### config.mk
export PLATFORM = sky130hd
export DESIGN_NAME = dtcm_top
export DESIGN_NICKNAME = d
export VERILOG_FILES = /design/src/hdl/dtcm_counter.v /design/src/hdl/dtcm_top.v
export VERILOG_INCLUDE_DIRS = /design/src /design/src/hdl
export SDC_FILE = /design/constraint.sdc
export NUM_CORES = 1
export LEC_CHECK = 0
export ABC_AREA = 0
export BUFFER_PORTS_ARGS = -buffer_cell sky130_fd_sc_hd__clkbuf_2
export CELL_PAD_IN_SITES_DETAIL_PLACEMENT = 2
export CELL_PAD_IN_SITES_GLOBAL_PLACEMENT = 2
export CORE_ASPECT_RATIO = 0.9
export CORE_MARGIN = 2
export CORE_UTILIZATION = 30
export DETAILED_ROUTE_END_ITERATION = 6
export GPL_TIMING_DRIVEN = 1
export PLACE_DENSITY_LB_ADDON = 0.1
export SYNTH_ARGS = -nofsm -noshare
export SYNTH_HDL_FRONTEND = slang
export SYNTH_SLANG_ARGS = --single-unit
### constraint.sdc
create_clock -name clock_i -period 2.7 [get_ports clock_i]
set_clock_uncertainty 0.1 [all_clocks]
set_input_delay 0.675 -clock clock_i [delete_from_list [all_inputs] [get_ports clock_i]]
set_output_delay 0.675 -clock clock_i [all_outputs]
set_load 0.01 [all_outputs]
### src/hdl/dtcm_consts.vh
// Register offsets, field positions and timing constants of the dual timer block
`ifndef DTCM_CONSTS_VH
`define DTCM_CONSTS_VH

// ------------------------------------------------------------
// Register map (byte addresses)
// ------------------------------------------------------------
`define DTCM_ADDR_CONTROL   8'h88
`define DTCM_ADDR_MODE      8'h89
`define DTCM_ADDR_T0_LOW    8'h8a
`define DTCM_ADDR_T1_LOW    8'h8b
`define DTCM_ADDR_T0_HIGH   8'h8c
`define DTCM_ADDR_T1_HIGH   8'h8d
`define DTCM_ADDR_ACK       8'h90
`define DTCM_ADDR_WIDTH     8

// ------------------------------------------------------------
// Control register fields
// ------------------------------------------------------------
`define DTCM_CTL_T1_OVF     7
`define DTCM_CTL_T1_RUN     6
`define DTCM_CTL_T0_OVF     5
`define DTCM_CTL_T0_RUN     4
`define DTCM_CTL_RESET      8'h00

// ------------------------------------------------------------
// Mode register fields, per timer nibble
// ------------------------------------------------------------
`define DTCM_MODE_GATE      3
`define DTCM_MODE_CSEL      2
`define DTCM_MODE_RESET     8'h00
`define DTCM_MODE_13BIT     2'b00
`define DTCM_MODE_16BIT     2'b01
`define DTCM_MODE_RELOAD    2'b10
`define DTCM_MODE_SPLIT     2'b11
`define DTCM_PRESCALE_TOP   5'h1f

// ------------------------------------------------------------
// Timing
// ------------------------------------------------------------
`define DTCM_CLK_PERIOD_NS  8
`define DTCM_MCYCLE_OSC     12

`endif

### src/hdl/dtcm_counter.v
// One timer/counter: prescaled, 16-bit, auto-reload and split counting paths
`timescale 1ns/1ns
`include "dtcm_consts.vh"

module dtcm_counter
(
	input  wire       clock_i,
	input  wire       reset_i,
	input  wire [1:0] mode_i,
	input  wire       low_tick_i,
	input  wire       high_tick_i,
	input  wire       high_split_i,
	input  wire       low_wr_i,
	input  wire       high_wr_i,
	input  wire [7:0] wdata_i,
	output reg  [7:0] low_q,
	output reg  [7:0] high_q,
	output reg        low_ovf_o,
	output reg        high_ovf_o
);

	reg [7:0] low_d;
	reg [7:0] high_d;
	reg       low_ovf_d;
	reg       high_ovf_d;

	always @*
	begin
		low_d      = low_q;
		high_d     = high_q;
		low_ovf_d  = 1'b0;
		high_ovf_d = 1'b0;
		if (low_tick_i)
		begin
			case (mode_i)
				`DTCM_MODE_13BIT:
				begin
					// Only the low five bits form the prescaler; upper three are don't-care
					low_d[4:0] = low_q[4:0] + 5'h01;
					if (low_q[4:0] == `DTCM_PRESCALE_TOP)
					begin
						high_d = high_q + 8'h01;
						low_ovf_d = (high_q == 8'hff);
					end
				end
				`DTCM_MODE_16BIT:
				begin
					low_d = low_q + 8'h01;
					if (low_q == 8'hff)
					begin
						high_d = high_q + 8'h01;
						low_ovf_d = (high_q == 8'hff);
					end
				end
				`DTCM_MODE_RELOAD:
				begin
					if (low_q == 8'hff)
					begin
						low_d = high_q;
						low_ovf_d = 1'b1;
					end
					else
					begin
						low_d = low_q + 8'h01;
					end
				end
				default:
				begin
					low_d = low_q + 8'h01;
					low_ovf_d = (low_q == 8'hff);
				end
			endcase
		end
		if (high_tick_i && high_split_i)
		begin
			high_d = high_q + 8'h01;
			high_ovf_d = (high_q == 8'hff);
		end
		// Software write beats a coincident count
		if (low_wr_i)
		begin
			low_d = wdata_i;
		end
		if (high_wr_i)
		begin
			high_d = wdata_i;
		end
	end

	always @(posedge clock_i or posedge reset_i)
	begin
		if (reset_i)
		begin
			low_q      <= 8'h00;
			high_q     <= 8'h00;
			low_ovf_o  <= 1'b0;
			high_ovf_o <= 1'b0;
		end
		else
		begin
			low_q      <= low_d;
			high_q     <= high_d;
			low_ovf_o  <= low_ovf_d;
			high_ovf_o <= high_ovf_d;
		end
	end

endmodule

### src/hdl/dtcm_top.v
// Dual timer/counter with APB register access
//
// Operation
// Mode 0: high byte behind divide-by-32 prescaler
// Mode 0: 8 high, 5 low bits
// Wrap to zero sets overflow flag
// Count when run and (no gate or pin high)
// Gate bits at mode bits 7 and 3
// Setting run leaves counts untouched
// Mode 1: full 16-bit cascade, no prescaler
// Mode 2: low byte reloads from high byte
// Reload never alters the high byte
// Timer 1 mode 3 holds its count
// Split timer 0 low byte: own controls
// Split high byte: timer 1 run, flag
// Timer 1 halts in mode 3 only
// Timer 1 keeps ticking, no own flag then
// Flags set on overflow, cleared on vector
// Control: flags 7,5, runs 6,4, resets zero
// Timer function counts each machine cycle
// Counter function counts sampled falling edges
// Counter-select: clear internal, set pin
// Mode bits choose one of four modes
// Software count write wins over increment
//
// Design decision made here: register access over APB.
`timescale 1ns/1ns
`include "dtcm_consts.vh"

module dtcm_top
#(
	parameter MCYCLE_CLOCKS = `DTCM_MCYCLE_OSC
)
(
	input  wire        clock_i,
	input  wire        reset_i,
	input  wire        psel_i,
	input  wire        penable_i,
	input  wire        pwrite_i,
	input  wire [31:0] paddr_i,
	input  wire [31:0] pwdata_i,
	output reg  [31:0] prdata_o,
	output reg         pready_o,
	output reg         pslverr_o,
	input  wire        t0_count_pin_i,
	input  wire        t1_count_pin_i,
	input  wire        external_gate_pin_n_i,
	input  wire        external_gate_pin_1_n_i,
	input  wire [1:0]  vector_ack_i,
	output reg         t1_baud_tick_o
);

	// ------------------------------------------------------------
	// Machine-cycle enable
	// ------------------------------------------------------------
	localparam CW = 4;

	reg [CW-1:0] div_q;
	reg          mcycle_q;

	always @(posedge clock_i or posedge reset_i)
	begin
		if (reset_i)
		begin
			div_q    <= {CW{1'b0}};
			mcycle_q <= 1'b0;
		end
		else if (div_q == MCYCLE_CLOCKS[CW-1:0] - 4'h1)
		begin
			div_q    <= {CW{1'b0}};
			mcycle_q <= 1'b1;
		end
		else
		begin
			div_q    <= div_q + 4'h1;
			mcycle_q <= 1'b0;
		end
	end

	// ------------------------------------------------------------
	// Pin synchronisers and falling-edge sampling
	// ------------------------------------------------------------
	reg [3:0] pin_meta_q;
	reg [3:0] pin_sync_q;
	reg [1:0] pin_prev_q;
	wire [3:0] pin_raw = {external_gate_pin_1_n_i, external_gate_pin_n_i,
	                      t1_count_pin_i, t0_count_pin_i};

	always @(posedge clock_i or posedge reset_i)
	begin
		if (reset_i)
		begin
			pin_meta_q <= 4'h0;
			pin_sync_q <= 4'h0;
			pin_prev_q <= 2'h0;
		end
		else
		begin
			pin_meta_q <= pin_raw;
			pin_sync_q <= pin_meta_q;
			if (mcycle_q)
			begin
				pin_prev_q <= pin_sync_q[1:0];
			end
		end
	end

	// ------------------------------------------------------------
	// Registers
	// ------------------------------------------------------------
	reg [7:0] ctl_q;
	reg [7:0] mode_q;

	wire [7:0] t0_low;
	wire [7:0] t0_high;
	wire [7:0] t1_low;
	wire [7:0] t1_high;
	wire [1:0] low_ovf;
	wire [1:0] high_ovf;

	wire       setup  = psel_i && !penable_i;
	wire       access = psel_i && penable_i && pready_o;
	wire       wr     = access && pwrite_i;
	wire [7:0] addr   = paddr_i[`DTCM_ADDR_WIDTH-1:0];
	wire       hit_hi = (paddr_i[31:`DTCM_ADDR_WIDTH] == 24'h000000);
	wire       t0_split = (mode_q[1:0] == `DTCM_MODE_SPLIT);

	wire [1:0] t_low_wr;
	wire [1:0] t_high_wr;
	assign t_low_wr  = {wr && hit_hi && addr == `DTCM_ADDR_T1_LOW,
	                    wr && hit_hi && addr == `DTCM_ADDR_T0_LOW};
	assign t_high_wr = {wr && hit_hi && addr == `DTCM_ADDR_T1_HIGH,
	                    wr && hit_hi && addr == `DTCM_ADDR_T0_HIGH};

	// ------------------------------------------------------------
	// Count enables per timer
	// ------------------------------------------------------------
	wire [1:0] low_tick;
	wire [1:0] run_bit = {ctl_q[`DTCM_CTL_T1_RUN], ctl_q[`DTCM_CTL_T0_RUN]};

	genvar g;
	generate
		for (g = 0; g < 2; g = g + 1)
		begin : gen_tick
			wire [3:0] nib    = mode_q[4*g+3:4*g];
			wire       fall   = pin_prev_q[g] && !pin_sync_q[g];
			wire       src    = nib[`DTCM_MODE_CSEL] ? fall : 1'b1;
			wire       gate   = !nib[`DTCM_MODE_GATE] || pin_sync_q[2+g];
			// Timer 1 in its own mode 3 behaves as if stopped
			wire       hold   = (g == 1) && (nib[1:0] == `DTCM_MODE_SPLIT);
			// While timer 0 is split, timer 1 ignores its run bit (that is taken over)
			wire       runok  = ((g == 1) && t0_split) ? 1'b1 : run_bit[g];
			assign low_tick[g] = mcycle_q && src && gate && runok && !hold;
		end
	endgenerate

	dtcm_counter u_t0
	(
		.clock_i      (clock_i),
		.reset_i      (reset_i),
		.mode_i       (mode_q[1:0]),
		.low_tick_i   (low_tick[0]),
		.high_tick_i  (mcycle_q && ctl_q[`DTCM_CTL_T1_RUN]),
		.high_split_i (t0_split),
		.low_wr_i     (t_low_wr[0]),
		.high_wr_i    (t_high_wr[0]),
		.wdata_i      (pwdata_i[7:0]),
		.low_q        (t0_low),
		.high_q       (t0_high),
		.low_ovf_o    (low_ovf[0]),
		.high_ovf_o   (high_ovf[0])
	);

	dtcm_counter u_t1
	(
		.clock_i      (clock_i),
		.reset_i      (reset_i),
		.mode_i       (mode_q[5:4]),
		.low_tick_i   (low_tick[1]),
		.high_tick_i  (1'b0),
		.high_split_i (1'b0),
		.low_wr_i     (t_low_wr[1]),
		.high_wr_i    (t_high_wr[1]),
		.wdata_i      (pwdata_i[7:0]),
		.low_q        (t1_low),
		.high_q       (t1_high),
		.low_ovf_o    (low_ovf[1]),
		.high_ovf_o   (high_ovf[1])
	);

	// ------------------------------------------------------------
	// Control and mode registers
	// ------------------------------------------------------------
	wire t0_set = low_ovf[0];
	// Split high byte owns timer 1's flag; timer 1 then only feeds the baud tick
	wire t1_set = t0_split ? high_ovf[0] : low_ovf[1];
	wire ctl_wr = wr && hit_hi && addr == `DTCM_ADDR_CONTROL;
	wire ack_wr = wr && hit_hi && addr == `DTCM_ADDR_ACK;

	reg [7:0] ctl_d;

	always @*
	begin
		ctl_d = ctl_q;
		if (ctl_wr)
		begin
			// Run and flag bits written; counts are not touched here
			ctl_d = pwdata_i[7:0];
		end
		if (vector_ack_i[0] || (ack_wr && pwdata_i[0]))
		begin
			ctl_d[`DTCM_CTL_T0_OVF] = 1'b0;
		end
		if (vector_ack_i[1] || (ack_wr && pwdata_i[1]))
		begin
			ctl_d[`DTCM_CTL_T1_OVF] = 1'b0;
		end
		// Hardware set wins over any clear in the same cycle
		if (t0_set)
		begin
			ctl_d[`DTCM_CTL_T0_OVF] = 1'b1;
		end
		if (t1_set)
		begin
			ctl_d[`DTCM_CTL_T1_OVF] = 1'b1;
		end
		ctl_d[3:0] = 4'h0;
	end

	always @(posedge clock_i or posedge reset_i)
	begin
		if (reset_i)
		begin
			ctl_q          <= `DTCM_CTL_RESET;
			mode_q         <= `DTCM_MODE_RESET;
			t1_baud_tick_o <= 1'b0;
		end
		else
		begin
			ctl_q          <= ctl_d;
			t1_baud_tick_o <= low_ovf[1];
			if (wr && hit_hi && addr == `DTCM_ADDR_MODE)
			begin
				mode_q <= pwdata_i[7:0];
			end
		end
	end

	// ------------------------------------------------------------
	// APB slave: no wait states, read data registered
	// ------------------------------------------------------------
	reg [7:0] rd_d;
	reg       map_d;

	always @*
	begin
		map_d = hit_hi;
		case (addr)
			`DTCM_ADDR_CONTROL: rd_d = ctl_q;
			`DTCM_ADDR_MODE:    rd_d = mode_q;
			`DTCM_ADDR_T0_LOW:  rd_d = t0_low;
			`DTCM_ADDR_T1_LOW:  rd_d = t1_low;
			`DTCM_ADDR_T0_HIGH: rd_d = t0_high;
			`DTCM_ADDR_T1_HIGH: rd_d = t1_high;
			`DTCM_ADDR_ACK:     rd_d = 8'h00;
			default:
			begin
				rd_d  = 8'h00;
				map_d = 1'b0;
			end
		endcase
	end

	always @(posedge clock_i or posedge reset_i)
	begin
		if (reset_i)
		begin
			pready_o  <= 1'b0;
			pslverr_o <= 1'b0;
			prdata_o  <= 32'h00000000;
		end
		else if (setup)
		begin
			pready_o  <= 1'b1;
			pslverr_o <= !map_d;
			// A refused read returns zero even when its low byte names a register
			prdata_o  <= {24'h000000, (pwrite_i || !map_d) ? 8'h00 : rd_d};
		end
		else
		begin
			pready_o  <= 1'b0;
			pslverr_o <= 1'b0;
		end
	end

endmodule
Yosys cells after proc, flatten, opt, wreduce, memory -nomap -nowiden
Cells that the tools add are included.
- flip-flop bits (word level): 73
- logic and storage cells: 156
- output and inout port bits: 35
- input bits: 75
- mux-type cells: 48
- reductions and logical operators: 53
- add/sub/neg operators: 7
- equal/unequal tests: 26
- operators by type and width (cell ; number):
    $mux 8 ; 17
    $eq 8x8->1 const B ; 11
    $pmux 8 s6 ; 1
    $add 8x1->8 const B ; 4
    $pmux 8 s2 ; 2
    $logic_and 1x1->1 ; 25
    $logic_not 24->1 ; 1
    $mux 1 ; 21
    $pmux 5 s2 ; 2
    $pmux 3 s2 ; 2
    $reduce_bool 3->1 ; 4
    $add 5x1->5 const B ; 2
    $eq 5x5->1 const B ; 2
    $eq 2x2->1 const B ; 4
    $ne 4x1->1 const B ; 2
    $reduce_and 4->1 ; 2
    $logic_not 1->1 ; 7
    $reduce_or 7->1 ; 1
    $ne 3x1->1 const B ; 2
    $pmux 1 s3 ; 2
    $reduce_bool 2->1 ; 3
    $logic_or 1x1->1 ; 5
    $add 4x1->4 const B ; 1
    $eq 2x1->1 const B ; 2
    other kinds (6) ; 9

Depth between registers and ports, before layout
- depth in word-level cells: 9
- mapped depth: 8
- depth with buffers taken out: 8

By module
Synthesis repeated with hierarchy kept, for this count alone.
- cells, all modules: 473
- area, all modules: 4631.9 µm²
- modules (own cells, without submodules) (module ; cells each ; area each (µm²) ; instances ; seq. area each (µm²)):
    dtcm_counter ; 142 ; 1221.2 ; 2 ; 450.4
    dtcm_top ; 189 ; 2189.6 ; 1 ; 950.9

Least setup slack after synthesis
OpenSTA, ideal clock, no wires.
- kind: input-to-reg
- start: in paddr_i[5]
- end: reg u_t1.low_q[0]
- data required time: 2.475 ns
- cell stages on the path: 6
- library setup time: 0.125 ns
- path buffers: 1
- setup slack: 0.214 ns
- arrival: 2.261 ns
- path through: or3b_1 -> or3_1 -> buf_2 -> nor4_4 -> nand3_2 -> mux2_2
- word-level cells in the longest chain between the ends: 3
- elaborated cells between the ends (all ways): 4
- classes of those cells: 1 x eq/ne; 1 x mux; 2 x reduce/logical
- RTL lines (item ; RTL line ; text):
    start: declaration ; dtcm_top.v:40 ; input wire [31:0] paddr_i,
    $eq 8x8->1 * ; - ;
    $logic_and 1x1->1 (no source line) * ; - ;
    $mux 8 or $reduce_bool 2->1 (tied branches) ; - ;
    end signal: assignment ; dtcm_counter.v:101 ; low_q <= low_d;
    end: declaration ; dtcm_counter.v:16 ; output reg [7:0] low_q,
Mark *: on every way between the ends. The rest lies on a longest branch, timed or not.
A chain may end at the register's enable or synchronous reset.

Worst setup path in the final report
- start: reg u_t1.low_q[1]
- end: reg u_t1.high_q[1]
- word-level cells in the longest chain between the ends: 3
- elaborated cells between the ends (all ways): 5
- classes of those cells: 4 x eq/ne; 1 x reduce/logical
- RTL lines (item ; RTL line ; text):
    $eq 8x8->1 or $eq 5x5->1 (tied branches) ; - ;
    $ne 3x1->1 (no source line) ; - ;
    $reduce_and 4->1 (no source line) * ; - ;
    end signal: assignment ; dtcm_counter.v:102 ; high_q <= high_d;
    end: declaration ; dtcm_counter.v:17 ; output reg [7:0] high_q,
Marked as above.

==> results.md <==
- Outcome: completed
- Layout fillers: between 1500 and 2000
- Top-level I/O count: 110
- EDFF count, synth: 0
- Clk root buf: clkbuf_16
- Mean Syn Cell Area: just under 10 um2
- CTS buffer count: 9
- Ys async rst share: 100%
- Largest family of logic cells by synthesized area: simple AND/OR/NAND/NOR gates
- Clk sinks: 73
- Vias: 3990
- Combinational Power Share: 6.1%
- Synth Area in Compound Gates: approximately 17%
- Pleak: 2.44 nW
- RSZ-0062 raised after global routing: no
- Peak VDD IR: between 200 and 300 uV
- Setup WS post-layout: 0.196 ns
- Synth Area in Adders: about 1.9%
- GRT Residual Overflow: 0
- Post-CTS Setup Bufs: 0
- Power, Total: about 2.5 mW
- Flop pwr share: 43.8%
- R2R Path End: u_t1.high_q[1]
- Total Routing Usage GR: about a fifth
- Simple-Gate Fraction of Synth Area: 19.2%
- # setup viols final: 0
- CP startpoint kind: register
- Final Critical Period: 2.50 ns
- P_sw: ~0.64 mW
- First-pass detailed-route iteration total: 4
- Multi-input gate area: about 0.0025 mm2
- Switching share of power: 25.3%
- Fmax achieved: 399 MHz
- Maximum root-to-sink buffer count: 2
- Post-Place Worst Slack: -0.0209 ns
- Period Utilization, post-route: 92.7%
- Post-route insts no fill: roughly 750
- Post-synth top area share: 40.5%
- Dpl hpwl: 12.3 mm
- Max-slew violation count: 0
- CTS tree: done
- Core Rows: 42
- Antenna violations before repair: 0
- Required time of the worst setup path: around 2.8 ns
- Post-synth top area cell: dfrtp_1
- Max_cap viols: 0
- Hold buffers post-CTS: 0
- Post-synthesis mux area share: 12.6%
- WS Path Type: reg2reg
- Die W: 133 um
- WL/cell: 20.9 um
- Largest net degree at the start of global routing: 31
- Die Ht: roughly 120 um
- Die area: 0.0160 mm2
- Share of layout cells above drive strength 1: between 20% and 30%
- Global-route wire length before repair: around 25 mm
- CP Capture Type: register
- Top post-synthesis cells by count: dfrtp_1, nor2_1, mux2_2, a21oi_1, buf_4
- Synth Instances: 458
- Cells taking the most area after synthesis: dfrtp_1, mux2_2, buf_4
- Reg area: around 0.0018 mm2
- Worst R2R Start: u_t1.low_q[1]
- ANT cells: 0
- Setup TNS Final: 0 ns
- Initial Util: 30.7%
- H-tree Lvls: 3
- Synthesized cell area: 0.00451 mm2
- Crit-path max FO: 8
- Ys Warns: 0
- CP Data Arrival Time: 2.61 ns
- Drc violations: 0
- Worst-path cell chain: ha_1 -> and3_1 -> ha_1 -> inv_1 -> o32a_1 -> nor3_1 -> mux2i_1 -> a21oi_1
- Reg clk slew, reported paths: 0.07 ns
- Post-Synth XOR/XNOR Area: 2.52%
- Final hold violations: 0
- Clk pwr share: between 50% and 60%
- Synth Flop Type: dfrtp_1
- Antenna viol nets, final: 0
- Sequential share of the synthesized area: 40.5%
- P&R area growth vs syn: 21.7%
- Slowest stage delay, CP: 0.55 ns
- Iteration-0 DRC Markers: roughly 180
- PD cells: approximately 460 mW/mm2
- Port buffer count: 61
- Placed Instances: 733
- R2R cell count: 8
- Area of the core: 0.0147 mm2
- Vias per cell: approximately 5.3
- Crit-path slowest cell: dfrtp_1
- FF-to-FF setup slack: 0.20 ns
- Worst-Skew Late Latency: 0.36 ns
- Synth Register Bits: 73
- Vias in the first global route: about 4300
- Internal power: between 1.5 and 2 mW
- Hold Slack: 0.219 ns
- # resized after CTS: 0
- Total wire length: between 15 and 20 mm
- Most common cell on crit path: ha_1
- Routability cong.: 0.804
- Nets: about 630
- Most common cell in the synthesized netlist: dfrtp_1
- Hold WC Path Type: in2async
- Netlist cell types: 67
metrics by stage:
step / util, % / instance area (um2)
final: 37.3 / 5490
after global routing: 37.3 / 5490
after CTS: 37.3 / 5490
after detailed placement: 35.2 / 5180
after global placement: 35.2 / 5180
after floorplan: - / 4600
worst max-delay path, delay by kind of cell (launching register included):
family / cells / cell delay, ns
and+or+nand+nor: 2 / 0.57
DFF: 1 / 0.55
adders and majority gates: 2 / 0.48
AOI/OAI and AO/OA: 2 / 0.37
muxes: 1 / 0.24
buffers and inverters: 1 / 0.05
cell usage in the layout, fill, tap and decap left out, drive strengths merged, types with 4 or more instances in the layout:
master and instances:
a21oi 30, a221o 4, a22o 5, a22oi 9, a31oi 4, a41oi 5, and3 12, and4 7
buf 34, clkbuf 70, conb 24, dfrtp 73, ha 7, inv 12, mux2 37, mux2i 13
nand2 22, nand2b 6, nand3 20, nand4 9, nor2 41, nor2b 8, nor3 9, nor4 10
nor4b 5, o211ai 4, o21ai 12, xnor2 11
power groups by stage:
stage	registers (mW)	clock network, mW	logic [mW]
5_1_grt	1.11	1.36	0.172
3_5_place_dp	1.13	0	0.157
3_3_place_gp	1.13	0	0.154
6_report	1.11	1.27	0.155
4_1_cts	1.11	1.31	0.158
2_1_floorplan	1.13	0	0.0930
area by class of cell:
cell class / count / area share, %
timing repair buffer: 95 / 10.7
sequential: 73 / 33.2
multi-input combinational: 358 / 45.3
tap: 198 / 4.51
clock buffer: 9 / 4.10
clock inverter: 7 / 1.55
inverter: 9 / 0.615
sequential cells by signal, summed over array words and instances (netlist names):
register	flops
div_q	4
u_t0.high_ovf_o	1
pin_meta_q	4
u_t0.high_q	8
mode_q	8
u_t1.high_q	8
t1_baud_tick_o	1
pin_prev_q	2
u_t0.low_ovf_o	1
mcycle_q	1
u_t1.low_ovf_o	1
u_t1.low_q	8
pslverr_o	1
pready_o	1
pin_sync_q	4
u_t0.low_q	8
prdata_o	8
ctl_q	4
worst max-delay path by stage:
stage               cells after the start        endpoint  slack [ns]          start
finish                                  8  u_t1.high_q[1]        0.20  u_t1.low_q[1]
global route                            8  u_t1.high_q[1]        0.05  u_t1.low_q[1]
CTS                                     8  u_t1.high_q[1]        0.19  u_t1.low_q[1]
detailed placement                      7   u_t1.low_q[3]       -0.02    paddr_i[11]
global placement                        7   u_t1.low_q[7]       -0.01    paddr_i[23]
floorplan                               1        ctl_q[4]        0.07        reset_i
layer usage:
| metal | vias up | GRT usage [%] | part of all wire, % | wire length, um |
|---|---|---|---|---|
| li1 | 1868 | - | - | - |
| met1 | 2041 | 27.8 | 45 | 7080 |
| met2 | 65 | 34.3 | 49 | 7660 |
| met3 | 16 | 4.03 | 4.7 | 739 |
| met4 | 0 | 5.52 | 1.3 | 210 |
| met5 | - | 0 | 0 | 0 |
cell families (layout without fill, tap and decap cells):
logic type	count (synthesis)	in the layout
simple gates	156	156
mux	51	51
compound gates	107	107
xor+xnor	13	13
buf+inv	50	120
other cells	1	24
flops	73	73
fa+ha+maj	7	7
No activity file was read; power rests on OpenSTA's default activity.
